<file path="config.mk">
export PLATFORM = sky130hd
export DESIGN_NAME = pdo_assign_objects
export DESIGN_NICKNAME = d
export VERILOG_FILES = /design/src/pdo_assign_pkg.sv /design/src/pdo_assign_objects.sv
export SDC_FILE = /design/constraint.sdc
export NUM_CORES = 1
export LEC_CHECK = 0
export CAP_MARGIN = 15
export CORE_AREA = 2 2 162 164
export CTS_CLUSTER_DIAMETER = 30
export DETAILED_ROUTE_END_ITERATION = 6
export DIE_AREA = 0 0 164 166
export DONT_BUFFER_PORTS = 1
export GPL_TIMING_DRIVEN = 0
export HOLD_SLACK_MARGIN = 0.15
export PLACE_DENSITY = 0.71
export SETUP_SLACK_MARGIN = 0.15
export SLEW_MARGIN = 20
export SYNTH_ARGS = -nofsm -noshare
export SYNTH_HDL_FRONTEND = slang
export SYNTH_SLANG_ARGS = --single-unit
export TNS_END_PERCENT = 100
</file>
<file path="constraint.sdc">
create_clock -name pclk -period 4.1 [get_ports pclk]
set_clock_uncertainty 0.2 [all_clocks]
set_input_delay 0.205 -clock pclk [delete_from_list [all_inputs] [get_ports pclk]]
set_output_delay 0.205 -clock pclk [all_outputs]
set_load 0.03 [all_outputs]
</file>
<file path="src/pdo_assign_pkg.sv">
package pdo_assign_pkg;

  // ----------------------------------------------------------------------
  // register map (byte offsets, one aligned word each)
  // ----------------------------------------------------------------------
  localparam logic [11:0] OFF_RX_COUNT   = 12'h000;
  localparam logic [11:0] OFF_RX_ENTRY1  = 12'h004;
  localparam logic [11:0] OFF_RX_ENTRY2  = 12'h008;
  localparam logic [11:0] OFF_RX_ENTRY3  = 12'h00c;
  localparam logic [11:0] OFF_RX_ENTRY4  = 12'h010;
  localparam logic [11:0] OFF_TX_COUNT   = 12'h020;
  localparam logic [11:0] OFF_TX_ENTRY1  = 12'h024;
  localparam logic [11:0] OFF_TX_ENTRY2  = 12'h028;
  localparam logic [11:0] OFF_TX_ENTRY3  = 12'h02c;
  localparam logic [11:0] OFF_TX_ENTRY4  = 12'h030;
  localparam logic [11:0] OFF_ESM_STATE  = 12'h040;
  localparam logic [11:0] OFF_STATUS     = 12'h044;
  localparam logic [11:0] OFF_ACT_RX_CNT = 12'h048;
  localparam logic [11:0] OFF_ACT_TX_CNT = 12'h04c;
  localparam logic [11:0] OFF_ACT_RX_E0  = 12'h050;
  localparam logic [11:0] OFF_ACT_TX_E0  = 12'h060;
  localparam logic [11:0] ENTRY_STRIDE   = 12'h004;

  // ----------------------------------------------------------------------
  // value ranges and codes
  // ----------------------------------------------------------------------
  localparam int          NUM_ENTRIES   = 4;
  localparam logic [7:0]  COUNT_MAX     = 8'h04;
  localparam logic [15:0] RX_MAP_FIRST  = 16'h1600;
  localparam logic [15:0] RX_MAP_LAST   = 16'h1603;
  localparam logic [15:0] TX_MAP_FIRST  = 16'h1a00;
  localparam logic [15:0] TX_MAP_LAST   = 16'h1a03;
  localparam logic [31:0] ABORT_NO_WRITE = 32'h0601_0003;
  localparam logic [31:0] ABORT_RANGE    = 32'h0609_0030;
  localparam logic [31:0] ABORT_NONE     = 32'h0000_0000;
  localparam logic [15:0] RESET_RX_ENTRY = 16'h1600;
  localparam logic [15:0] RESET_TX_ENTRY = 16'h1a00;
  localparam logic [7:0]  RESET_COUNT    = 8'h01;

  // slave state machine codes as software writes them
  typedef enum logic [3:0] {
    ESM_INIT   = 4'h1,
    ESM_PREOP  = 4'h2,
    ESM_SAFEOP = 4'h4,
    ESM_OP     = 4'h8
  } esm_t;

  // one assignment object: count plus four entries
  typedef struct packed {
    logic [7:0]                    count;
    logic [NUM_ENTRIES-1:0][15:0]  entry;
  } assign_t;

  // outcome of the last write
  typedef struct packed {
    logic        refused;
    logic [31:0] abort_code;
  } wr_status_t;

endpackage : pdo_assign_pkg

</file>
<file path="src/pdo_assign_objects.sv">
`timescale 1ns/1ns
`default_nettype none

module pdo_assign_objects (
  input  wire logic                        pclk,
  input  wire logic                        presetn,
  input  wire logic                        psel,
  input  wire logic                        penable,
  input  wire logic                        pwrite,
  input  wire logic [11:0]                 paddr,
  input  wire logic [31:0]                 pwdata,
  input  wire logic [3:0]                  pstrb,
  output logic      [31:0]                 prdata,
  output logic                             pready,
  output logic                             pslverr,
  output pdo_assign_pkg::assign_t          active_rx,
  output pdo_assign_pkg::assign_t          active_tx
);
  import pdo_assign_pkg::*;

  // ----------------------------------------------------------------------
  // decode helpers
  // ----------------------------------------------------------------------
  // entry slot of an address relative to an object base, or NUM_ENTRIES
  function automatic logic [2:0] entry_slot(input logic [11:0] a,
                                            input logic [11:0] base);
    logic [11:0] d;
    d = a - base;
    entry_slot = 3'(NUM_ENTRIES);
    for (int k = 0; k < NUM_ENTRIES; k++) begin
      if (d == 12'((k + 1) * ENTRY_STRIDE)) begin
        entry_slot = 3'(k);
      end
    end
  endfunction : entry_slot

  function automatic logic in_range(input logic [15:0] v,
                                    input logic [15:0] lo,
                                    input logic [15:0] hi);
    in_range = (v >= lo) && (v <= hi);
  endfunction : in_range

  // ----------------------------------------------------------------------
  // state
  // ----------------------------------------------------------------------
  assign_t    rx_obj;
  assign_t    tx_obj;
  esm_t       esm_state;
  esm_t       esm_prev;
  wr_status_t last_wr;

  logic        wr_acc;
  logic        rd_acc;
  logic [2:0]  rx_slot;
  logic [2:0]  tx_slot;
  logic        hit_rx_cnt;
  logic        hit_tx_cnt;
  logic        hit_rx_ent;
  logic        hit_tx_ent;
  logic        hit_esm;
  logic        in_preop;
  logic        full_word;
  logic [31:0] next_abort;
  logic        mapped;

  // ----------------------------------------------------------------------
  // bus decode
  // ----------------------------------------------------------------------
  // zero wait states: every access completes in its first access cycle
  assign pready  = 1'b1;
  assign wr_acc  = psel && penable && pwrite;
  assign rd_acc  = psel && penable && !pwrite;
  assign rx_slot = entry_slot(paddr, OFF_RX_COUNT);
  assign tx_slot = entry_slot(paddr, OFF_TX_COUNT);
  assign hit_rx_cnt = (paddr == OFF_RX_COUNT);
  assign hit_tx_cnt = (paddr == OFF_TX_COUNT);
  assign hit_rx_ent = (rx_slot != 3'(NUM_ENTRIES));
  assign hit_tx_ent = (tx_slot != 3'(NUM_ENTRIES));
  assign hit_esm    = (paddr == OFF_ESM_STATE);
  assign in_preop   = (esm_state == ESM_PREOP);
  // objects are written whole; partial strobes are treated as illegal except on the state register
  assign full_word  = (pstrb == 4'hf);

  // ----------------------------------------------------------------------
  // write legality, evaluated in the access cycle
  // ----------------------------------------------------------------------
  always_comb begin
    next_abort = ABORT_NONE;
    if (hit_rx_ent || hit_tx_ent) begin
      if (!in_preop) begin
        next_abort = ABORT_NO_WRITE;
      end else if (hit_rx_ent && rx_obj.count != 8'h00) begin
        next_abort = ABORT_NO_WRITE;
      end else if (hit_tx_ent && tx_obj.count != 8'h00) begin
        next_abort = ABORT_NO_WRITE;
      end else if (hit_rx_ent &&
                   !in_range(16'(pwdata), RX_MAP_FIRST, RX_MAP_LAST)) begin
        next_abort = ABORT_RANGE;
      end else if (hit_tx_ent &&
                   !in_range(16'(pwdata), TX_MAP_FIRST, TX_MAP_LAST)) begin
        next_abort = ABORT_RANGE;
      end
    end else if (hit_rx_cnt || hit_tx_cnt) begin
      if (!in_preop) begin
        next_abort = ABORT_NO_WRITE;
      end else if (pwdata[7:0] > COUNT_MAX) begin
        next_abort = ABORT_RANGE;
      end
    end
    if (!full_word && next_abort == ABORT_NONE && !hit_esm) begin
      next_abort = ABORT_RANGE;
    end
  end

  assign mapped = hit_rx_cnt || hit_tx_cnt || hit_rx_ent || hit_tx_ent ||
                  hit_esm || (paddr == OFF_STATUS) ||
                  (paddr == OFF_ACT_RX_CNT) || (paddr == OFF_ACT_TX_CNT) ||
                  (paddr[11:4] == OFF_ACT_RX_E0[11:4]) ||
                  (paddr[11:4] == OFF_ACT_TX_E0[11:4]);

  // error answer on refused writes and unmapped addresses
  assign pslverr = psel && penable &&
                   (!mapped || (pwrite && next_abort != ABORT_NONE));

  // ----------------------------------------------------------------------
  // receive-side assignment object
  // ----------------------------------------------------------------------
  // a refused write simply does not load, so the old value stays
  always_ff @(posedge pclk or negedge presetn) begin
    if (!presetn) begin
      rx_obj.count <= RESET_COUNT;
      for (int k = 0; k < NUM_ENTRIES; k++) begin
        rx_obj.entry[k] <= RESET_RX_ENTRY;
      end
    end else if (wr_acc && next_abort == ABORT_NONE) begin
      if (hit_rx_cnt) begin
        rx_obj.count <= pwdata[7:0];
      end else if (hit_rx_ent) begin
        rx_obj.entry[rx_slot[1:0]] <= pwdata[15:0];
      end
    end
  end

  // ----------------------------------------------------------------------
  // transmit-side assignment object (sync manager 3, input data)
  // ----------------------------------------------------------------------
  always_ff @(posedge pclk or negedge presetn) begin
    if (!presetn) begin
      tx_obj.count <= RESET_COUNT;
      for (int k = 0; k < NUM_ENTRIES; k++) begin
        tx_obj.entry[k] <= RESET_TX_ENTRY;
      end
    end else if (wr_acc && next_abort == ABORT_NONE) begin
      if (hit_tx_cnt) begin
        tx_obj.count <= pwdata[7:0];
      end else if (hit_tx_ent) begin
        tx_obj.entry[tx_slot[1:0]] <= pwdata[15:0];
      end
    end
  end

  // ----------------------------------------------------------------------
  // slave state as reported by the state-machine firmware
  // ----------------------------------------------------------------------
  // only one-hot codes are accepted; anything else is ignored
  always_ff @(posedge pclk or negedge presetn) begin
    if (!presetn) begin
      esm_state <= ESM_INIT;
    end else if (wr_acc && hit_esm) begin
      case (pwdata[3:0])
        ESM_INIT:   esm_state <= ESM_INIT;
        ESM_PREOP:  esm_state <= ESM_PREOP;
        ESM_SAFEOP: esm_state <= ESM_SAFEOP;
        ESM_OP:     esm_state <= ESM_OP;
        default:    esm_state <= esm_state;
      endcase
    end
  end

  always_ff @(posedge pclk or negedge presetn) begin
    if (!presetn) begin
      esm_prev <= ESM_INIT;
    end else begin
      esm_prev <= esm_state;
    end
  end

  // ----------------------------------------------------------------------
  // activation: copy the tables on the step into SafeOP
  // ----------------------------------------------------------------------
  // the running tables never see half-edited settings from PreOP
  always_ff @(posedge pclk or negedge presetn) begin
    if (!presetn) begin
      active_rx.count <= RESET_COUNT;
      active_tx.count <= RESET_COUNT;
      for (int k = 0; k < NUM_ENTRIES; k++) begin
        active_rx.entry[k] <= RESET_RX_ENTRY;
        active_tx.entry[k] <= RESET_TX_ENTRY;
      end
    end else if (esm_state == ESM_SAFEOP && esm_prev != ESM_SAFEOP) begin
      active_rx <= rx_obj;
      active_tx <= tx_obj;
    end
  end

  // ----------------------------------------------------------------------
  // last write outcome
  // ----------------------------------------------------------------------
  always_ff @(posedge pclk or negedge presetn) begin
    if (!presetn) begin
      last_wr <= '0;
    end else if (wr_acc && mapped) begin
      last_wr.refused    <= (next_abort != ABORT_NONE);
      last_wr.abort_code <= next_abort;
    end
  end

  // ----------------------------------------------------------------------
  // read mux
  // ----------------------------------------------------------------------
  always_comb begin
    prdata = 32'h0000_0000;
    if (rd_acc) begin
      if (hit_rx_cnt) begin
        prdata = {24'h00_0000, rx_obj.count};
      end else if (hit_tx_cnt) begin
        prdata = {24'h00_0000, tx_obj.count};
      end else if (hit_rx_ent) begin
        prdata = {16'h0000, rx_obj.entry[rx_slot[1:0]]};
      end else if (hit_tx_ent) begin
        prdata = {16'h0000, tx_obj.entry[tx_slot[1:0]]};
      end else if (hit_esm) begin
        prdata = {28'h000_0000, esm_state};
      end else if (paddr == OFF_STATUS) begin
        prdata = last_wr.abort_code;
      end else if (paddr == OFF_ACT_RX_CNT) begin
        prdata = {24'h00_0000, active_rx.count};
      end else if (paddr == OFF_ACT_TX_CNT) begin
        prdata = {24'h00_0000, active_tx.count};
      end else if (paddr[11:4] == OFF_ACT_RX_E0[11:4]) begin
        prdata = {16'h0000, active_rx.entry[paddr[3:2]]};
      end else if (paddr[11:4] == OFF_ACT_TX_E0[11:4]) begin
        prdata = {16'h0000, active_tx.entry[paddr[3:2]]};
      end
    end
  end

endmodule : pdo_assign_objects
`default_nettype wire

</file>
==> impl_metrics.tcl, run 1 <==
set metrics [dict create \
    maxCapViolCount 0 \
    worstPathCellList "clkbuf_1, or3_1, buf_2, nor3_1, nand2_1, nand3_1, a211oi_1, nor4_4" \
    grt_pass1_wl_mm 67.2 \
    ios 231 \
    netlist_area_um2 14100 \
    cp.arrival_ns 3.49 \
    dr_total_vias 10300 \
    die_h_um 166 \
    powerDensity_nw_per_um2 481 \
    core_um2 25600 \
    start_util 0.551 \
    hold_viol 299 \
    worst_slew_pin_slew_ns 1.20 \
    nets 1286 \
    timing.final.ws_setup_ns 0.207 \
    numCtsBuffers 59 \
    seq_area_frac_synth 0.535 \
    gp_congestion 0.988 \
    row_count 59 \
    fin_area_um2 17400 \
    cts_sinks 299 \
    cpMaxStageDelayCell "nor3_1" \
    rsz0062_at_grt "no" \
    clkTransAtPathRegs_ns 0.05 \
    grt-ovfl-total 0 \
    die_x_um 164 \
    port_buffers 0 \
    synthToLayoutAreaGrowth_pct 22.9 \
    avgSynthCellArea_um2 12.6 \
    crit_path_end_kind "output port" \
    timing.fmax_ghz 0.257 \
    ys_ff_latch 299 \
    ir_worst_vdd_mv 0.366 \
    post-route-drc-count 0 \
    syn_inst 1120 \
    cts_max_level 2 \
    yosysWarnings 0 \
    layout_common_cells "dfrtp_1, mux2_2, clkbuf_16, dfstp_2" \
    violations "negative hold slack" \
    stdcell_count 1618 \
    start_kind "primary input" \
    fin_crit_ns 3.89 \
    drive_above_1_share 0.349 \
    cts_max_path_buffers 3 \
    required_ns 3.69 \
    grt_pass1_vias 10500 \
    synthFlopType "dfrtp_1" \
    yosysUniqueCellTypes 77 \
    maxSlewHeadroom 0.195 \
    avgViaCountPerCell 6.39 \
    synth-edff-count 0 \
    async_flop_share 1.00 \
    wirelength_mm 45.6 \
    finalSetupViolCount 0 \
    cellLeakagePower_nw 8.00 \
    crit_fanout 10 \
    period_share 0.949 \
    postPlaceCellArea_um2 14600 \
    worstSetupPathType "in -> out" \
    grt_use_total 0.336 \
    slew_viol_final 0 \
    hp-class "in -> async" \
    drtIter0Drc 1156 \
    hold_slack_ns -0.861 \
    status "finished with violations" \
    place_hpwl_mm 31.5 \
    worst_skew_pair.late_latency_ns 0.58 \
    antenna_found_initial 2 \
    place_ws_ns -0.360 \
    postRouteAntennaNets 0 \
    critPathMaxStageDelay_ns 0.77 \
    cts_root_buf "clkbuf_16" \
    cts_tree "built" \
    dp_cells 1467 \
    firstDrtPassIters 5 \
    grt_max_degree 300 \
    dieArea_um2 27200 \
    layout_commonest_cell "dfrtp_1" \
    routedWlPerCell_um 28.2 \
]
## worst paths after layout
| kind | start | to | slack [ns] | cells after the start |
|---|---|---|---|---|
| min reg2reg | esm_state[0]$_DFFE_PN1P_ | esm_prev[0]$_DFF_PN1_ | 0.20 | 0 |
| max in group asynchronous | presetn | tx_obj[38]$_DFFE_PN0P_ | 3.63 | 0 |
| max | paddr[7] | prdata[0] | 0.21 | 8 |
| min | presetn | active_tx[23]$_DFFE_PN0P_ | -0.86 | 0 |
| min in group pclk | paddr[6] | tx_obj[64]$_DFFE_PN1P_ | 0.12 | 4 |
| max reg2reg | rx_obj[68]$_DFFE_PN0P_ | rx_obj[25]$_DFFE_PN1P_ | 0.38 | 10 |
## timing repair
item	4_1_cts	5_1_grt
endpoints found under the setup margin	16	53
pin swaps	1	2
gates resized for setup	22	23
hold endpoints to repair	356	300
hold buffers	36	2
buffers inserted	1	0
## critical path: cells and delay by family
| family | cells | cell delay [ns] |
|---|---|---|
| and+or+nand+nor | 5 | 2.77 |
| buffers and inverters | 2 | 0.37 |
| AOI/OAI and AO/OA | 1 | 0.15 |
## metrics by stage
| step | TNS [ns] | total power [mW] | utilization |
|---|---|---|---|
| floorplan | 0 | 3.13 | - |
| global placement | -5.37 | 3.18 | 0.569 |
| detailed placement | -3.16 | 3.18 | 0.570 |
| CTS | 0 | 8.37 | 0.672 |
| global route | 0 | 8.54 | 0.678 |
| finish | 0 | 8.35 | 0.678 |
## routing by layer
metal  wire length (um)  global-route usage
met2              20600               0.505
met5                  0                   0
met3               4720               0.110
met1              18100               0.447
met4               2100               0.147
## sequential cells by signal, indices dropped and copies added, names as in the netlist
register	cells
tx_obj	72
last_wr	3
esm_prev	4
active_rx	72
active_tx	72
esm_state	4
rx_obj	72
## report_power, final
part | switching [mW] | leakage [nW] | internal (mW)
Clock | 1.59 | 1.05 | 3.59
Combinational | 0.136 | 3.01 | 0.0739
Sequential | 0.00269 | 3.95 | 2.96
## cells in the mapped netlist, types with 6 or more instances
cell type  number  area (um2)
a211oi_1       10        75.1
a21oi_1        32         160
a221o_1        14         140
a22oi_1        11        82.6
and2_1         53         332
buf_2          14        70.1
buf_4          17         128
clkbuf_1       42         158
dfrtp_1       245        6130
dfstp_2        54        1420
inv_1          10        37.5
mux2_1         10         113
mux2_2        166        1870
mux2i_1        32         320
mux4_2         32         721
nand2_1        30         113
nand2b_1       17         106
nand3_1        21         105
nand3b_1        6        45.0
nor2_1         50         188
nor2b_1        53         332
nor3_1         21         105
nor4_1         13        81.3
o211ai_1        6        45.0
o21a_1          6        45.0
o21ai_0        17        85.1
o22ai_1        19         119
or2_1          15        93.8
or4_1           8        60.1
## cells by family (layout without fill, tap and decap cells)
group | after synthesis | count (layout) | share of synthesized area
and+or+nand+nor | 331 | 331 | 0.137
DFF | 299 | 299 | 0.535
muxes | 240 | 240 | 0.214
AOI/OAI and AO/OA | 153 | 153 | 0.0794
buffers and inverters | 90 | 240 | 0.0313
xor gates and xnor gates | 4 | 4 | 0.00248
other | 2 | 15 | 0.000532
adders and majority gates | 1 | 1 | 0.000886
## final cells by class
type,instances,area [um2]
Timing Repair Buffer,40,393
Multi-Input combinational cell,742,6370
Clock buffer,73,1570
Tap cell,335,419
Sequential cell,299,7550
Inverter,10,37.5
Fill cell,1847,8250
Antenna cell,2,5.00
Clock inverter,37,592
Buffer,80,423
Note: power is estimated with default switching activity, not from simulation.
==> run 2: changes to the inputs <==
--- a/config.mk
+++ b/config.mk
@@ -19,4 +19,4 @@
 export SYNTH_ARGS = -nofsm -noshare
 export SYNTH_HDL_FRONTEND = slang
 export SYNTH_SLANG_ARGS = --single-unit
-export TNS_END_PERCENT = 100
+export TNS_END_PERCENT = 30
==> constraint.sdc (replaced) <==
create_clock -name pclk -period 4.69 [get_ports pclk]
set_clock_uncertainty 0.2 [all_clocks]
set_input_delay 0.2345 -clock pclk [delete_from_list [all_inputs] [get_ports pclk]]
set_output_delay 0.2345 -clock pclk [all_outputs]
set_load 0.03 [all_outputs]
==> run 2 against run 1 <==
Compared with the run above: the flow still finishes with violations (negative hold slack); global-route usage shrank 0.14 points; critical endpoint is now prdata[6]; setup slack lost 0.12 ns; design area shrank 1.2%; register-to-register slack gained 0.07 ns; cell count shrank 0.19%; combinational power shrank 19%; clock power shrank 13%; core utilization shrank 0.85 points; sequential share of layout area grew 0.55 points; sequential cell count is the same; sequential power shrank 13%; highest routed layer unchanged.
==> impl_metrics.tcl, run 2 (synthesis gave the netlist of run 1 again) <==
set metrics [dict create \
    worstPathCellList "clkbuf_1, clkbuf_1, buf_1, mux4_2, a22oi_1, a21oi_1, a211oi_1, o22ai_1" \
    grt_pass1_vias 10500 \
    cts_sinks 299 \
    cts_max_level 2 \
    rsz0062_at_grt "no" \
    stdcell_count 1615 \
    ios 231 \
    period_share 0.980 \
    avgViaCountPerCell 6.41 \
    wirelength_mm 45.3 \
    crit_fanout 10 \
    dr_total_vias 10400 \
    row_count 59 \
    crit_buf_inv 3 \
    postRouteAntennaNets 0 \
    cts_root_buf "clkbuf_16" \
    clkTransAtPathRegs_ns 0.05 \
    hold_viol 299 \
    seqPwrFrac 0.356 \
    slew_viol_final 0 \
    setup_tns_ns 0 \
    cp.arrival_ns 4.16 \
    layout_commonest_cell "dfrtp_1" \
    maxCapViolCount 0 \
    die_x_um 164 \
    cellLeakagePower_nw 7.92 \
    ir_worst_vdd_mv 0.318 \
    core_um2 25600 \
    total_power_mw 7.30 \
    worst_skew_pair.late_latency_ns 0.58 \
    place_hpwl_mm 31.5 \
    layout_common_cells "dfrtp_1, mux2_2, clkbuf_16, dfstp_2" \
    drtIter0Drc 1232 \
    timing.fmax_ghz 0.217 \
    power_frac_clock 0.621 \
    grt_pass1_wl_mm 66.9 \
    required_ns 4.26 \
    power.switching_mw 1.51 \
    crit_path_end_kind "output port" \
    post-route-drc-count 0 \
    fillers 1878 \
    firstDrtPassIters 5 \
    critPathMaxStageDelay_ns 0.88 \
    cts_max_path_buffers 3 \
    grt-ovfl-total 0 \
    cts_tree "built" \
    grt_use_total 0.334 \
    reg2reg_from "esm_state[2]$_DFFE_PN0P_" \
    fin_crit_ns 4.60 \
    hp-class "in -> async" \
    worst_slew_pin_slew_ns 1.21 \
    worstSetupPathType "in -> out" \
    cts_setup_buffers 0 \
    port_buffers 0 \
    p_int_mw 5.79 \
    powerDensity_nw_per_um2 425 \
    grt_max_degree 300 \
    cp_common_cell "clkbuf_1" \
    start_kind "primary input" \
    numCtsBuffers 59 \
    maxSlewHeadroom 0.186 \
    p_sw_frac 0.207 \
    cts_hold_buf 36 \
    start_util 0.551 \
    synthToLayoutAreaGrowth_pct 21.4 \
    nets 1283 \
    routedWlPerCell_um 28.1 \
    antenna_found_initial 2 \
    dieArea_um2 27200 \
    cpMaxStageDelayCell "buf_1" \
    gp_congestion 0.988 \
    cp_top_family "buffers and inverters" \
    violations "negative hold slack" \
    die_h_um 166 \
    finalSetupViolCount 0 \
    rr_endpoint "rx_obj[17]$_DFFE_PN0P_" \
    status "finished with violations" \
    r2r_slack_ns 0.45 \
    reg2regPathDepth 10 \
    hold_slack_ns -0.834 \
    dp_cells 1467 \
    drive_above_1_share 0.326 \
    combPwrFrac 0.023 \
]
## run 2: changes by cell type in the layout (fill, tap and decap cells not counted), moves of 2 or more
cell / before / now
a21oi_1: 24 / 32
a21oi_2: 8 / 0
clkbuf_1: 45 / 52
clkbuf_2: 9 / 2
nor4_4: 5 / 0
dlygate4sd3_1: 38 / 35
nor4_2: 3 / 6
o22ai_1: 16 / 19
o22ai_2: 3 / 0
a211oi_1: 6 / 8
a211oi_2: 5 / 3
nor2_1: 48 / 50
nor2_2: 2 / 0
nor4_1: 9 / 11
## run 2: power groups by stage
stage | Sequential (mW) | Combinational, mW | Clock, mW
after floorplan | 2.63 | 0.109 | 0
after global placement | 2.63 | 0.147 | 0
after detailed placement | 2.63 | 0.147 | 0
after CTS | 2.59 | 0.164 | 4.55
after global routing | 2.59 | 0.177 | 4.69
final | 2.59 | 0.170 | 4.53
## run 2: worst register-to-register path: stages (launching register included)
cell and delay, ns:
dfrtp_1 0.45, nor4b_1 0.70, and3_1 0.29, a211oi_1 0.08
a21oi_1 0.39, nand4b_2 0.29, buf_6 0.24, or4_1 0.39
dlygate4sd3_1 0.57, buf_4 0.18, mux2_1 0.33
## run 2: how the worst max path moves through the flow
stage                         start                      to  slack [ns]  depth (start not counted)
after floorplan            paddr[5]               prdata[0]        1.02                         10
after global placement     paddr[5]               prdata[3]       -0.03                          9
after detailed placement   paddr[3]               prdata[2]        0.17                          8
after CTS                  paddr[3]               prdata[2]        0.17                          8
after global routing      pwdata[2]  rx_obj[40]$_DFFE_PN0P_        0.15                         13
final                      paddr[3]               prdata[6]        0.09                          8
## run 2: through the flow
stage / utilization / hold WS [ns] / instance area, um2 / worst slack (ns)
detailed placement: 0.570 / -0.246 / 14600 / 0.171
floorplan: - / -0.261 / 14200 / 1.02
finish: 0.669 / -0.834 / 17100 / 0.0917
CTS: 0.669 / -0.837 / 17100 / 0.168
global placement: 0.569 / -0.245 / 14600 / -0.0325
global route: 0.669 / -0.846 / 17100 / 0.152
## run 2: area by class of cell
class,count,area (um2),area share
clock buffer,73,1570,0.0915
clock inverter,37,592,0.0345
tap,335,419,0.0244
inverter,10,37.5,0.00219
timing repair buffer,37,368,0.0215
multi-input combinational,742,6200,0.362
sequential,299,7550,0.440
buffer,80,407,0.0237
antenna,2,5.00,0.000292
## run 2: routing by layer
layer  wire length [um]  global-route usage
met1              18000               0.447
met2              20700               0.508
met3               4680               0.103
met4               1980               0.142
met5                  0                   0
## run 2: repair_timing
item	CTS	global route
setup endpoints to repair	0	1
resized for setup	0	1
endpoints found under the hold margin	350	299
==> run 3: changes to the inputs <==
--- a/config.mk
+++ b/config.mk
@@ -5,11 +5,12 @@
 export SDC_FILE = /design/constraint.sdc
 export NUM_CORES = 1
 export LEC_CHECK = 0
+export ABC_AREA = 1
 export CAP_MARGIN = 15
-export CORE_AREA = 2 2 162 164
+export CORE_AREA = 2 2 161 163
 export CTS_CLUSTER_DIAMETER = 30
 export DETAILED_ROUTE_END_ITERATION = 6
-export DIE_AREA = 0 0 164 166
+export DIE_AREA = 0 0 163 165
 export DONT_BUFFER_PORTS = 1
 export GPL_TIMING_DRIVEN = 0
 export HOLD_SLACK_MARGIN = 0.15
==> run 3 against run 2 <==
Compared with the run above: the flow still finishes with violations (negative hold slack); synthesized cell count is 41% higher; synthesized area is 1.2% lower; setup slack better by 0.19 ns; clock-buffer cell count is 1 lower.
==> impl_metrics.tcl, run 3 <==
set metrics [dict create \
    stdcell_count 2056 \
    gp_congestion 0.988 \
    yosysMostFrequentCell "nand2_1" \
    layout_common_cells "nand2_1, dfrtp_1, inv_1, o21ai_0, nor2_1" \
    port_buffers 0 \
    grt_pass1_vias 12000 \
    drtIter0Drc 1403 \
    cpMaxStageDelayCell "dlygate4sd3_1" \
    worstSetupPathType "in -> out" \
    synthXorXnorAreaFrac 0 \
    cts_hold_buf 34 \
    post-route-drc-count 0 \
    p_int_mw 5.37 \
    cp_top_family "buffers and inverters" \
    crit_buf_inv 4 \
    fin_crit_ns 4.41 \
    synth_compound_area_frac 0.139 \
    postRouteAntennaNets 0 \
    cts_max_level 2 \
    numCtsBuffers 58 \
    synthFlopType "dfrtp_1" \
    ios 231 \
    yosys.area.top_type "dfrtp_1" \
    endpoint "prdata[5]" \
    crit_fanout 10 \
    start_kind "primary input" \
    required_ns 4.26 \
    syn_inst 1576 \
    async_flop_share 1.00 \
    cts_sinks 299 \
    power.switching_mw 1.54 \
    synthToLayoutAreaGrowth_pct 20.0 \
    ir_worst_vdd_mv 0.393 \
    start_util 0.557 \
    drive_above_1_share 0.180 \
    worstPathCellList "nor2_1, dlygate4sd3_1, nand2_1, nor2_1, nand2_1, inv_1, nor2_1, inv_1, clkbuf_1, o22ai_1, o21ai_0, nand2_1, a21oi_2" \
    powerDensity_nw_per_um2 413 \
    muxShareOfSynthArea 0.0517 \
    cts_root_buf "clkbuf_16" \
    violations "negative hold slack" \
    grt_pass1_wl_mm 71.7 \
    period_share 0.940 \
    maxCapViolCount 0 \
    slew_viol_final 0 \
    place_hpwl_mm 33.5 \
    firstDrtPassIters 5 \
    hold_viol 299 \
    worst_skew_pair.late_latency_ns 0.59 \
    synth_top_family_by_area "simple AND/OR/NAND/NOR gates" \
    layout_commonest_cell "nand2_1" \
    die_x_um 163 \
    dieArea_um2 26900 \
    rsz0062_at_grt "no" \
    core_um2 25000 \
    avgViaCountPerCell 5.95 \
    cts_setup_buffers 0 \
    r2r_slack_ns 1.41 \
    grt_use_total 0.360 \
    reg2reg_from "esm_prev[1]$_DFF_PN0_" \
    cts_max_path_buffers 3 \
    yosys-top-cells-area "dfrtp_1, dfstp_2, nand2_1" \
    synth-edff-count 0 \
    dp_cells 1917 \
    diodes 0 \
    antenna_found_initial 0 \
    worst_slew_pin_slew_ns 1.01 \
    p_sw_frac 0.223 \
    die_h_um 165 \
    grt_max_degree 300 \
    synthSimpleGateAreaFrac 0.174 \
    grt-ovfl-total 0 \
    total_power_mw 6.91 \
    seqPwrFrac 0.375 \
    startpoint "paddr[5]" \
    hold_slack_ns -0.847 \
    row_count 58 \
    ys_ff_latch 299 \
    yosys-top-cells-count "nand2_1, dfrtp_1, inv_1, o21ai_0, nor2_1" \
    path_depth 13 \
    critPathMaxStageDelay_ns 0.59 \
    reg2regPathDepth 8 \
    synth_top_area_share 0.440 \
    power_frac_clock 0.605 \
    crit_path_end_kind "output port" \
    rr_endpoint "active_rx[58]$_DFFE_PN1P_" \
    nets 1733 \
    routedWlPerCell_um 23.4 \
    combPwrFrac 0.020 \
    netlist_area_um2 13900 \
    yosysUniqueCellTypes 48 \
    maxSlewHeadroom 0.328 \
    yosysWarnings 0 \
    synthAdderAreaFrac 0.000897 \
    clkTransAtPathRegs_ns 0.05 \
    finalSetupViolCount 0 \
    hp-class "in -> async" \
    status "finished with violations" \
    cellLeakagePower_nw 8.44 \
    cts_tree "built" \
    seq_area_frac_synth 0.541 \
    setup_tns_ns 0 \
    wirelength_mm 48.1 \
    dr_total_vias 12200 \
    timing.fmax_ghz 0.227 \
    avgSynthCellArea_um2 8.85 \
    cp.arrival_ns 3.98 \
]
[run 3: cell types whose count changed after synthesis, moves of 32 or more]
cell,before,now
nand2_1,30,375
inv_1,10,216
o21ai_0,17,152
mux2_2,166,64
and2_1,53,0
nor2b_1,53,0
mux2i_1,32,0
mux4_2,32,0
[run 3: final cells by class]
| type | instances | area [um2] |
|---|---|---|
| sequential | 299 | 7550 |
| buffer | 77 | 375 |
| tap | 330 | 413 |
| multi-input combinational | 966 | 5160 |
| clock inverter | 35 | 415 |
| fill | 2010 | 8290 |
| timing repair buffer | 32 | 320 |
| clock buffer | 72 | 1580 |
| inverter | 245 | 922 |
[run 3: how the worst min path moves through the flow]
stage	start	to	slack, ns	cells after the start
finish	presetn	tx_obj[54]$_DFFE_PN0P_	-0.85	0
global route	presetn	tx_obj[52]$_DFFE_PN0P_	-0.86	0
CTS	presetn	active_tx[38]$_DFFE_PN0P_	-0.85	0
detailed placement	presetn	active_tx[38]$_DFFE_PN0P_	-0.25	0
global placement	presetn	active_tx[38]$_DFFE_PN0P_	-0.25	0
floorplan	presetn	active_rx[0]$_DFFE_PN0P_	-0.26	0
[run 3: per-layer routing]
layer,up-vias,wire (um),global-route usage,part of all wire
met2,728,21800,0.563,0.45
met1,5978,18500,0.462,0.38
met5,-,0,0,0
met3,154,5510,0.109,0.11
li1,5380,-,-,-
met4,0,2370,0.173,0.049
[run 3: timing repair]
action | 4_1_cts | 5_1_grt
setup endpoints to repair | 0 | 18
endpoints found under the hold margin | 361 | 299
gates resized for setup | 0 | 3
[run 3: power by group through the flow]
stage | sequential (mW) | combinational, mW | clock, mW
global route | 2.59 | 0.148 | 4.33
detailed placement | 2.63 | 0.121 | 0
floorplan | 2.63 | 0.0876 | 0
CTS | 2.59 | 0.135 | 4.18
finish | 2.59 | 0.141 | 4.18
global placement | 2.63 | 0.120 | 0
[run 3: stage by stage]
stage / hold WS (ns) / instance area (um2) / utilization / worst slack, ns
finish: -0.847 / 16700 / 0.669 / 0.279
detailed placement: -0.247 / 14400 / 0.576 / 0.452
global route: -0.856 / 16700 / 0.669 / 0.150
global placement: -0.247 / 14400 / 0.575 / 0.374
floorplan: -0.261 / 14000 / - / 1.47
CTS: -0.846 / 16800 / 0.669 / 0.222
[run 3: cell families after synthesis]
logic type / after synthesis
other: 2
adder cells (fa/ha/maj): 1
AO/OA/AOI/OAI: 329
multiplexers: 64
buffers and inverters: 322
flip-flops: 299
AND/OR/NAND/NOR: 559
